--- src/design/pdcc_pkg.sv ---
// package for the audio clock tree configuration block
package pdcc_pkg;

    // ****************************************************************
    // register offsets
    // ****************************************************************
    localparam logic [7:0] PLL_PWR_PRE_ADDR      = 8'h05;
    localparam logic [7:0] PLL_INTEGER_MULT_ADDR = 8'h06;
    localparam logic [7:0] PLL_FRACTION_HI_ADDR  = 8'h07;
    localparam logic [7:0] PLL_FRACTION_LO_ADDR  = 8'h08;
    localparam logic [7:0] RESERVED_09_ADDR      = 8'h09;
    localparam logic [7:0] RESERVED_0A_ADDR      = 8'h0a;
    localparam logic [7:0] DAC_CLOCK_DIV_ADDR    = 8'h0b;
    localparam logic [7:0] DAC_MOD_DIV_ADDR      = 8'h0c;
    localparam logic [7:0] OVERSAMPLE_HI_ADDR    = 8'h0d;
    localparam logic [7:0] OVERSAMPLE_LO_ADDR    = 8'h0e;
    localparam logic [7:0] RESERVED_0F_ADDR      = 8'h0f;
    localparam logic [7:0] RESERVED_10_ADDR      = 8'h10;

    // ****************************************************************
    // field positions
    // ****************************************************************
    localparam int POWER_BIT    = 7;
    localparam int PRE_DIV_LSB  = 4;
    localparam int PLL_R_LSB    = 0;
    localparam int DIV_CODE_LSB = 0;

    // ****************************************************************
    // reset values and limits
    // ****************************************************************
    localparam logic [2:0]  PRE_DIV_RESET     = 3'h1;
    localparam logic [3:0]  PLL_R_RESET       = 4'h1;
    localparam logic [5:0]  INT_MULT_RESET    = 6'h04;
    localparam logic [5:0]  INT_MULT_MIN      = 6'h04;
    localparam logic [5:0]  FRACTION_HI_RESET = 6'h00;
    localparam logic [7:0]  FRACTION_LO_RESET = 8'h00;
    localparam logic [13:0] FRACTION_MAX      = 14'h270f;
    localparam logic [6:0]  DIV_CODE_RESET    = 7'h01;
    localparam logic [7:0]  DIV_FULL_COUNT    = 8'h80;
    localparam logic [1:0]  OSR_HI_RESET      = 2'h0;
    localparam logic [7:0]  OSR_LO_RESET      = 8'h80;
    localparam logic [10:0] OSR_FULL_RATIO    = 11'h400;
    localparam logic [3:0]  PRE_DIV_FULL      = 4'h8;
    localparam logic [7:0]  RESERVED_0F_VALUE = 8'h02;
    localparam logic [7:0]  RESERVED_VALUE    = 8'h00;

    // ****************************************************************
    // carriers
    // ****************************************************************
    typedef struct packed {
        logic       wr_en;
        logic       rd_en;
        logic [7:0] addr;
        logic [7:0] wdata;
    } pdcc_req_type;

    typedef struct packed {
        logic       pll_power;
        logic [3:0] pll_pre_divider;
        logic [5:0] pll_int_mult;
        logic [13:0] pll_fraction;
        logic [10:0] oversample_ratio;
    } pdcc_cfg_type;

    typedef struct packed {
        logic       pll_power;
        logic [2:0] pre_code;
        logic [3:0] r_code;
        logic [5:0] int_mult;
        logic [5:0] frac_hi;
        logic [7:0] frac_lo;
        logic       frac_pend;
        logic [5:0] frac_hi_pend;
        logic       dac_pwr;
        logic [6:0] dac_code;
        logic       mod_pwr;
        logic [6:0] mod_code;
        logic [1:0] osr_hi;
        logic [7:0] osr_lo;
        logic       osr_pend;
        logic [1:0] osr_hi_pend;
        logic [7:0] rd_data;
    } pdcc_regs_type;

    typedef struct packed {
        logic [6:0] count;
        logic       tick;
    } pdcc_div_type;

endpackage

--- src/design/pdcc_divider.sv ---
// powered clock divider producing one-cycle enable pulses
module pdcc_divider
    import pdcc_pkg::*;
(
    input  wire logic       core_clk,
    input  wire logic       arst_n,
    input  wire logic       tick_in,
    input  wire logic       power,
    input  wire logic [6:0] code,
    output logic            tick_out
);

    pdcc_div_type s_q;
    pdcc_div_type s_d;
    logic [7:0]   divisor;

    // code zero selects the full count of 128
    assign divisor = (code == 7'h00) ? DIV_FULL_COUNT : {1'b0, code};

    // count input ticks; powered down holds the counter cleared so a
    // power-up always starts a whole period
    always_comb
    begin
        s_d = s_q;
        s_d.tick = 1'b0;
        if (!power)
        begin
            s_d.count = 7'h00;
        end
        else if (tick_in)
        begin
            if ({1'b0, s_q.count} >= divisor - 8'h01)
            begin
                s_d.count = 7'h00;
                s_d.tick  = 1'b1;
            end
            else
            begin
                s_d.count = s_q.count + 7'h01;
            end
        end
    end

    always_ff @(posedge core_clk or negedge arst_n)
    begin
        if (!arst_n)
        begin
            s_q <= '0;
        end
        else
        begin
            s_q <= s_d;
        end
    end

    assign tick_out = s_q.tick;
endmodule

--- src/design/pdcc_top.sv ---
// audio clock tree configuration registers and cascaded dac dividers
module pdcc_top
    import pdcc_pkg::*;
(
    input  wire logic   core_clk,
    input  wire logic   arst_n,
    input  pdcc_req_type reg_req,
    output logic [7:0]  reg_rd_data,
    output pdcc_cfg_type cfg,
    output logic        dac_clk_en,
    output logic        dac_mod_clk_en
);

    pdcc_regs_type r_q;
    pdcc_regs_type r_d;
    logic [13:0]   frac_candidate;
    logic [13:0]   frac_applied;
    logic          wr_int;
    logic          wr_frac_hi;
    logic          wr_frac_lo;
    logic          wr_osr_hi;
    logic          wr_osr_lo;

    // ****************************************************************
    // write decode
    // ****************************************************************

    // strobes for the multiplier and the split halves only; reserved offsets take no state but still
    // count as a write for breaking a pending pair
    assign wr_int     = reg_req.wr_en && (reg_req.addr == PLL_INTEGER_MULT_ADDR);
    assign wr_frac_hi = reg_req.wr_en && (reg_req.addr == PLL_FRACTION_HI_ADDR);
    assign wr_frac_lo = reg_req.wr_en && (reg_req.addr == PLL_FRACTION_LO_ADDR);
    assign wr_osr_hi  = reg_req.wr_en && (reg_req.addr == OVERSAMPLE_HI_ADDR);
    assign wr_osr_lo  = reg_req.wr_en && (reg_req.addr == OVERSAMPLE_LO_ADDR);

    // the low write joins the pending high part, or the applied one if none waits
    assign frac_candidate = r_q.frac_pend ? {r_q.frac_hi_pend, reg_req.wdata}
                                          : {r_q.frac_hi, reg_req.wdata};
    assign frac_applied   = {r_q.frac_hi, r_q.frac_lo};

    // ****************************************************************
    // register state
    // ****************************************************************

    // all register writes, pairing of split values and the read port
    always_comb
    begin
        r_d = r_q;
        if (reg_req.wr_en)
        begin
            // any write ends a pending pair, the matching low part included; only a new high part of that pair sets it again
            r_d.frac_pend = 1'b0;
            r_d.osr_pend  = 1'b0;
            case (reg_req.addr)
                PLL_PWR_PRE_ADDR:
                begin
                    r_d.pll_power = reg_req.wdata[POWER_BIT];
                    r_d.pre_code  = reg_req.wdata[PRE_DIV_LSB +: 3];
                    r_d.r_code    = reg_req.wdata[PLL_R_LSB +: 4];
                end
                PLL_INTEGER_MULT_ADDR:
                begin
                    // codes below four are unusable, so they are dropped
                    if (reg_req.wdata[5:0] >= INT_MULT_MIN)
                    begin
                        r_d.int_mult = reg_req.wdata[5:0];
                    end
                end
                PLL_FRACTION_HI_ADDR:
                begin
                    r_d.frac_pend    = 1'b1;
                    r_d.frac_hi_pend = reg_req.wdata[5:0];
                end
                PLL_FRACTION_LO_ADDR:
                begin
                    // an out-of-range pair never reaches the pll
                    if (frac_candidate <= FRACTION_MAX)
                    begin
                        r_d.frac_hi = frac_candidate[13:8];
                        r_d.frac_lo = frac_candidate[7:0];
                    end
                end
                DAC_CLOCK_DIV_ADDR:
                begin
                    r_d.dac_pwr  = reg_req.wdata[POWER_BIT];
                    r_d.dac_code = reg_req.wdata[DIV_CODE_LSB +: 7];
                end
                DAC_MOD_DIV_ADDR:
                begin
                    r_d.mod_pwr  = reg_req.wdata[POWER_BIT];
                    r_d.mod_code = reg_req.wdata[DIV_CODE_LSB +: 7];
                end
                OVERSAMPLE_HI_ADDR:
                begin
                    r_d.osr_pend    = 1'b1;
                    r_d.osr_hi_pend = reg_req.wdata[1:0];
                end
                OVERSAMPLE_LO_ADDR:
                begin
                    if (r_q.osr_pend)
                    begin
                        r_d.osr_hi = r_q.osr_hi_pend;
                    end
                    r_d.osr_lo = reg_req.wdata;
                end
                default:
                begin
                    // reserved and unknown offsets hold no state
                    r_d.rd_data = r_q.rd_data;
                end
            endcase
        end
        // read data is registered; split values read back as applied
        if (reg_req.rd_en)
        begin
            case (reg_req.addr)
                PLL_PWR_PRE_ADDR:      r_d.rd_data = {r_q.pll_power, r_q.pre_code, r_q.r_code};
                PLL_INTEGER_MULT_ADDR: r_d.rd_data = {2'h0, r_q.int_mult};
                PLL_FRACTION_HI_ADDR:  r_d.rd_data = {2'h0, r_q.frac_hi};
                PLL_FRACTION_LO_ADDR:  r_d.rd_data = r_q.frac_lo;
                DAC_CLOCK_DIV_ADDR:    r_d.rd_data = {r_q.dac_pwr, r_q.dac_code};
                DAC_MOD_DIV_ADDR:      r_d.rd_data = {r_q.mod_pwr, r_q.mod_code};
                OVERSAMPLE_HI_ADDR:    r_d.rd_data = {6'h00, r_q.osr_hi};
                OVERSAMPLE_LO_ADDR:    r_d.rd_data = r_q.osr_lo;
                RESERVED_0F_ADDR:      r_d.rd_data = RESERVED_0F_VALUE;
                default:               r_d.rd_data = RESERVED_VALUE;
            endcase
        end
    end

    // register the whole state; reset restores every documented default
    always_ff @(posedge core_clk or negedge arst_n)
    begin
        if (!arst_n)
        begin
            r_q              <= '0;
            r_q.pre_code     <= PRE_DIV_RESET;
            r_q.r_code       <= PLL_R_RESET;
            r_q.int_mult     <= INT_MULT_RESET;
            r_q.frac_hi      <= FRACTION_HI_RESET;
            r_q.frac_lo      <= FRACTION_LO_RESET;
            r_q.dac_code     <= DIV_CODE_RESET;
            r_q.mod_code     <= DIV_CODE_RESET;
            r_q.osr_hi       <= OSR_HI_RESET;
            r_q.osr_lo       <= OSR_LO_RESET;
        end
        else
        begin
            r_q <= r_d;
        end
    end

    // ****************************************************************
    // decoded configuration
    // ****************************************************************

    // zero codes stand for the top of the pre-divider and oversample ranges
    always_comb
    begin
        cfg.pll_power        = r_q.pll_power;
        cfg.pll_pre_divider  = (r_q.pre_code == 3'h0) ? PRE_DIV_FULL : {1'b0, r_q.pre_code};
        cfg.pll_int_mult     = r_q.int_mult;
        cfg.pll_fraction     = frac_applied;
        cfg.oversample_ratio = ({r_q.osr_hi, r_q.osr_lo} == 10'h000) ? OSR_FULL_RATIO
                                                                    : {1'b0, r_q.osr_hi, r_q.osr_lo};
    end

    assign reg_rd_data = r_q.rd_data;

    // ****************************************************************
    // cascaded dac dividers
    // ****************************************************************

    // the first divider sees every codec clock, the second its output;
    // powering the first down also starves the second
    pdcc_divider u_dac_div
    (
        .core_clk (core_clk),
        .arst_n   (arst_n),
        .tick_in  (1'b1),
        .power    (r_q.dac_pwr),
        .code     (r_q.dac_code),
        .tick_out (dac_clk_en)
    );

    pdcc_divider u_mod_div
    (
        .core_clk (core_clk),
        .arst_n   (arst_n),
        .tick_in  (dac_clk_en),
        .power    (r_q.mod_pwr),
        .code     (r_q.mod_code),
        .tick_out (dac_mod_clk_en)
    );
endmodule

--- config.mk ---
export PLATFORM = sky130hd
export DESIGN_NAME = pdcc_top
export DESIGN_NICKNAME = d
export VERILOG_FILES = /design/src/design/pdcc_pkg.sv /design/src/design/pdcc_divider.sv /design/src/design/pdcc_top.sv
export SDC_FILE = /design/constraint.sdc
export NUM_CORES = 1
export LEC_CHECK = 0
export BUFFER_PORTS_ARGS = -buffer_cell sky130_fd_sc_hd__buf_2
export CAP_MARGIN = 25
export CORE_MARGIN = 4
export CORE_UTILIZATION = 40
export DETAILED_ROUTE_END_ITERATION = 6
export PLACE_DENSITY = 0.67
export SYNTH_ARGS = -nofsm -noshare
export SYNTH_HDL_FRONTEND = slang
export SYNTH_SLANG_ARGS = --single-unit
--- constraint.sdc ---
create_clock -name core_clk -period 3.8 [get_ports core_clk]
set_input_delay 0.19 -clock core_clk [delete_from_list [all_inputs] [get_ports core_clk]]
set_output_delay 0.19 -clock core_clk [all_outputs]
set_load 0.02 [all_outputs]
### Word-level counts from Yosys, hierarchy flattened

Cells that the tools add are included.

* bits in registers: 88
* input bits: 20
* output and inout port bits: 46

* $add $sub $neg: 4
* order comparisons: 4
* equality and inequality tests: 10
* mux-type cells: 18
* reduce and logical (&&, ||, !) cells: 13

Operators by type and width (count)
* 8-bit case mux with 9 select lines: 1
* 8-bit by 4-bit == test with 1-bit output, second input constant: 6
* 7-bit 2-to-1 mux: 5
* 8-bit 2-to-1 mux: 4
* 8-bit by 3-bit == test with 1-bit output, second input constant: 3
* 7-bit by 8-bit >= comparator with 1-bit output: 2
* 8-bit by 1-bit subtractor with 8-bit output, second input constant: 2
* 7-bit by 1-bit adder with 7-bit output, second input constant: 2
* 14-bit less-or-equal comparator, second input constant: 1
* 7-bit zero test: 2
* 14-bit 2-to-1 mux: 1
* 2-bit AND reduction: 6
* 11-bit 2-to-1 mux: 1
* 10-bit zero test: 1
* 3-bit AND reduction: 3
* 6-bit by 3-bit >= comparator with 1-bit output, second input constant: 1
* 1-bit 2-to-1 mux: 4
* 4-bit 2-to-1 mux: 1
* 3-bit zero test: 1
* 3-bit 2-to-1 mux: 1
* 2-bit by 1-bit inequality test with 1-bit output, second input constant: 1

### Logic depth before layout (Yosys ltp)

* word-level depth: 7
* depth in mapped cells: 11
* gate-level depth less buffers: 11

### Modules after synthesis

Synthesis repeated with hierarchy kept, for this count alone.

* cell total of the unflattened synthesis: 512
* area, all modules: 5271.3 um2

By module, submodules not included
* pdcc_top: instances 1, cells each 336, area an instance 3769.9 um2
* pdcc_divider: instances 2, cells each 88, area an instance 750.7 um2

### Worst setup path before layout

OpenSTA, ideal clock, no wires.

* kind: register -> register
* start point: reg r_q[23] (netlist bit)
* end point: reg u_mod_div.s_q[3] (netlist bit)
* library setup time: 0.101 ns
* data arrival time: 2.724 ns
* required time: 3.699 ns
* slack: 0.976 ns
* cell stages (with the launch flop): 12
* path buffers: 1
* period minus slack after synthesis: 2.824 ns
* path through: dfrtp_1 -> clkbuf_1 -> nor4_1 -> nand2_1 -> o21ai_0 -> nand2_1 -> xor2_1 -> ha_1 -> and4_1 -> a221oi_1 -> a211oi_1 -> nor4bb_1

* word-level cells in the longest chain between the ends: 7

RTL lines
* start, declared: line pdcc_top.sv:14 `pdcc_regs_type r_q;`
* start signal, assigned: line pdcc_top.sv:149 `r_q <= r_d;`
* 7-bit zero test: line pdcc_divider.sv:18 `assign divisor = (code == 7'h00) ? DIV_FULL_COUNT : {1'b0, code};`
* 8-bit 2-to-1 mux *: line pdcc_divider.sv:18
* 8-bit by 1-bit subtractor with 8-bit output *: line pdcc_divider.sv:32 `if ({1'b0, s_q.count} >= divisor - 8'h01)`
* 7-bit by 8-bit >= comparator with 1-bit output *: line pdcc_divider.sv:32
* 7-bit 2-to-1 mux *: line pdcc_divider.sv:32
* 8-bit 2-to-1 mux *: line pdcc_divider.sv:30 `else if (tick_in)`
* 7-bit 2-to-1 mux *: line pdcc_divider.sv:26 `if (!power)`
* end signal, assigned: line pdcc_divider.sv:48 `s_q <= '0;`
* end signal, assigned: line pdcc_divider.sv:52 `s_q <= s_d;`
* end, declared: line pdcc_divider.sv:13 `pdcc_div_type s_q;`

Mark *: on every way between the ends. The rest lies on a longest branch, timed or not. The select of a mux whose other input is x is not followed.
A chain may end at the register's enable or synchronous reset.

### Worst setup path after layout

* start point: reg r_q[24] (netlist bit)
* end point: reg u_mod_div.s_q[3] (netlist bit)

Same word-level chain as after synthesis.

==> reports/metrics.cfg <==
[worst_setup_path]
crit_top_cell=nand2_1
path_cells=nor4_1 -> nand2_1 -> o21ai_0 -> nand2_1 -> xor2_1 -> ha_1 -> and4_1 -> a221oi_1 -> a211oi_1 -> nor4bb_1
crit_fanout=7
regToRegSetupSlack_ps=490
start_kind=flop
crit_required_ps=4040
r2r_cells=10
critPathKind=flop to flop
worst-path-stages=10
arrival_ps=3550
cp-end-kind=flop
slowest_delay_ps=480
path_buf_inv=0
crit_family=simple AND/OR/NAND/NOR gates
cp_slowest_cell=a221oi_1

[clock_tree]
post_cts_buffers=0
cts_tree=yes
insertion_delay_ps=340
clockBufferDepth=2
clkTransAtPathRegs_ps=70
cts_sinks=88
root_buffer=clkbuf_16
h-tree-depth=3
cts_buffers=9

[floorplanning]
die_area_mm2=0.0140
boundaryPins=66
initial_core_util_pct=40.8
core_area_mm2=0.0120
rows=40
die_y_um=118
die_w_um=118

[timing]
timing.hold.ws_ps=166
layout_min_cycle_time_ps=3310
fin_skew_ps=12.6
slew_viol_final=0
tns_ps=0
period_share_pct=87.0
fmax_mhz=303
setup_viol=0
finalHoldViolCount=0
worst_pin_slew_ps=756
relSlewSlack_pct=49.4
rsz0062_at_grt=false

[pwr]
p_seq_share_pct=48.8
power_frac_comb_pct=10.6
powerDensity_mw_per_mm2=383
clockPowerShare_pct=40.5
swShare_pct=26.8
internal_power_mw=1.50
p_leak_nw=2.63
p_total_mw=2.05
p_sw_mw=0.550
vdd_drop_max_mv=0.206

[placed_design]
port_buffers=65
dpl_cell_area_mm2=0.00507
hpwl_um=8670
gp_congestion=0.892

[drt]
ant_nets=0
wl_um=11600
via_per_inst=5.62
wire_per_inst_um=18.3
firstDrtPassIters=5
drc=0
vias=3576
first_iter_violations=249

[synthesis]
synth_area_leaders=dfrtp_1 42%, mux2_2 14%, buf_4 4.6%, ha_1 4.6%, dfstp_2 3.2%
async_flop_share_pct=100
ys_ff_latch=88
synth_area_mm2=0.00488
syn-instance-count=465
ys_types=52
ys_top_cells_by_count=82 x dfrtp_1, 60 x mux2_2, 30 x buf_4
dominantRegCellSynth=dfrtp_1
syn_nets=503
synth_warnings=0
yosys.area.top_type_share_pct=42.1
synth_top_cell_by_area=dfrtp_1
avgSynthCellArea_um2=10.5
ys_seq_area_share_pct=45.3
synth_edf_count=0
yosysMostFrequentCell=dfrtp_1

[global_routing]
first_global_vias=3637
gr-total-overflow=0
grt_usage_pct=16.9
antenna_found_initial=0
grt_max_degree=51
grt_first_pass_wirelength_um=18900

[cells_and_area]
layout.nets=522
final_util_pct=44.8
syn2layout_area_growth_pct=9.80
diodes=0
drive_above_1_share_pct=31.7
fin_area_mm2=0.00536

[status]
outcome=finished, final reports clean

[min_path]
whs_path_depth=2
hp-class=primary input to flop

[run]
timing.max_cap.violations=0

[logic make-up after synthesis]
family	synth area share, %
flops	45.3
compound gates	11.8
mux	15.3
xor+xnor	2.33
buf+inv	8.54
simple gates	12.1
fa+ha+maj	4.62
[what timing repair did]
action	4_1_cts	5_1_grt
setup endpoints to repair	0	0
endpoints found under the hold margin	45	0
gates resized for setup	0	0
hold buffers	1	0
[layout make-up]
class,instances,area (um2)
sequential,88,2210
tap,147,184
inverter,20,75.1
multi-input combinational,298,2250
clock buffer,9,225
clock inverter,7,52.6
fill,1138,6610
timing repair buffer,67,358
[sequential cells by signal (all words and copies together), names as in the netlist]
signal / flops
reg_rd_data: 8
u_mod_div.tick_out: 1
cfg: 21
u_dac_div.tick_out: 1
u_dac_div.s_q: 7
u_mod_div.s_q: 7
r_q: 43
[stage by stage]
step / setup slack, ps / std cells
2_1_floorplan: 976 / 465
3_3_place_gp: 804 / 618
3_5_place_dp: 590 / 619
4_1_cts: 519 / 636
5_1_grt: 261 / 636
6_report: 495 / 636
[metal layers]
layer	part of all wire, %	GRT usage (%)
met1	46	23.5
met2	47	26.5
met3	4.7	2.73
met4	1.8	6.37
met5	0	0
[power by group through the flow]
stage / clock [mW] / sequential (mW) / combinational (mW)
2_1_floorplan: 0 / 1.00 / 0.150
3_3_place_gp: 0 / 1.02 / 0.209
3_5_place_dp: 0 / 1.02 / 0.219
4_1_cts: 0.849 / 1.00 / 0.220
5_1_grt: 0.892 / 1.01 / 0.242
6_report: 0.831 / 1.00 / 0.218
[final timing paths]
check,start,endpoint
max in group asynchronous,arst_n,r_q[18]
setup / recovery,r_q[24],u_mod_div.s_q[3]
setup reg to reg,r_q[24],u_mod_div.s_q[3]
hold reg to reg,u_dac_div.s_q[1],u_dac_div.s_q[1]
hold / removal,reg_req[16],reg_rd_data[5]
min in group asynchronous,arst_n,reg_rd_data[4]
[layout by cell type (no fill, tap or decap), types with 3 or more instances in the layout]
cell       instances
nor4_1             5
dfstp_2            6
a21oi_1           17
inv_6              3
mux2i_1            7
a22o_1             8
xor2_1             7
a21o_1             4
mux2_2            60
a31oi_1            3
nand2_1           26
nor2_2             3
nand3_1           12
buf_2             64
o21ai_0           19
inv_1             20
a22oi_1            7
and3_1            11
dfrtp_1           82
xnor2_1            6
nor2_1            23
nor2b_1            7
o22ai_1           15
clkbuf_16          9
ha_1              18
nor3_1             8
(Power assumes the default switching activity.)
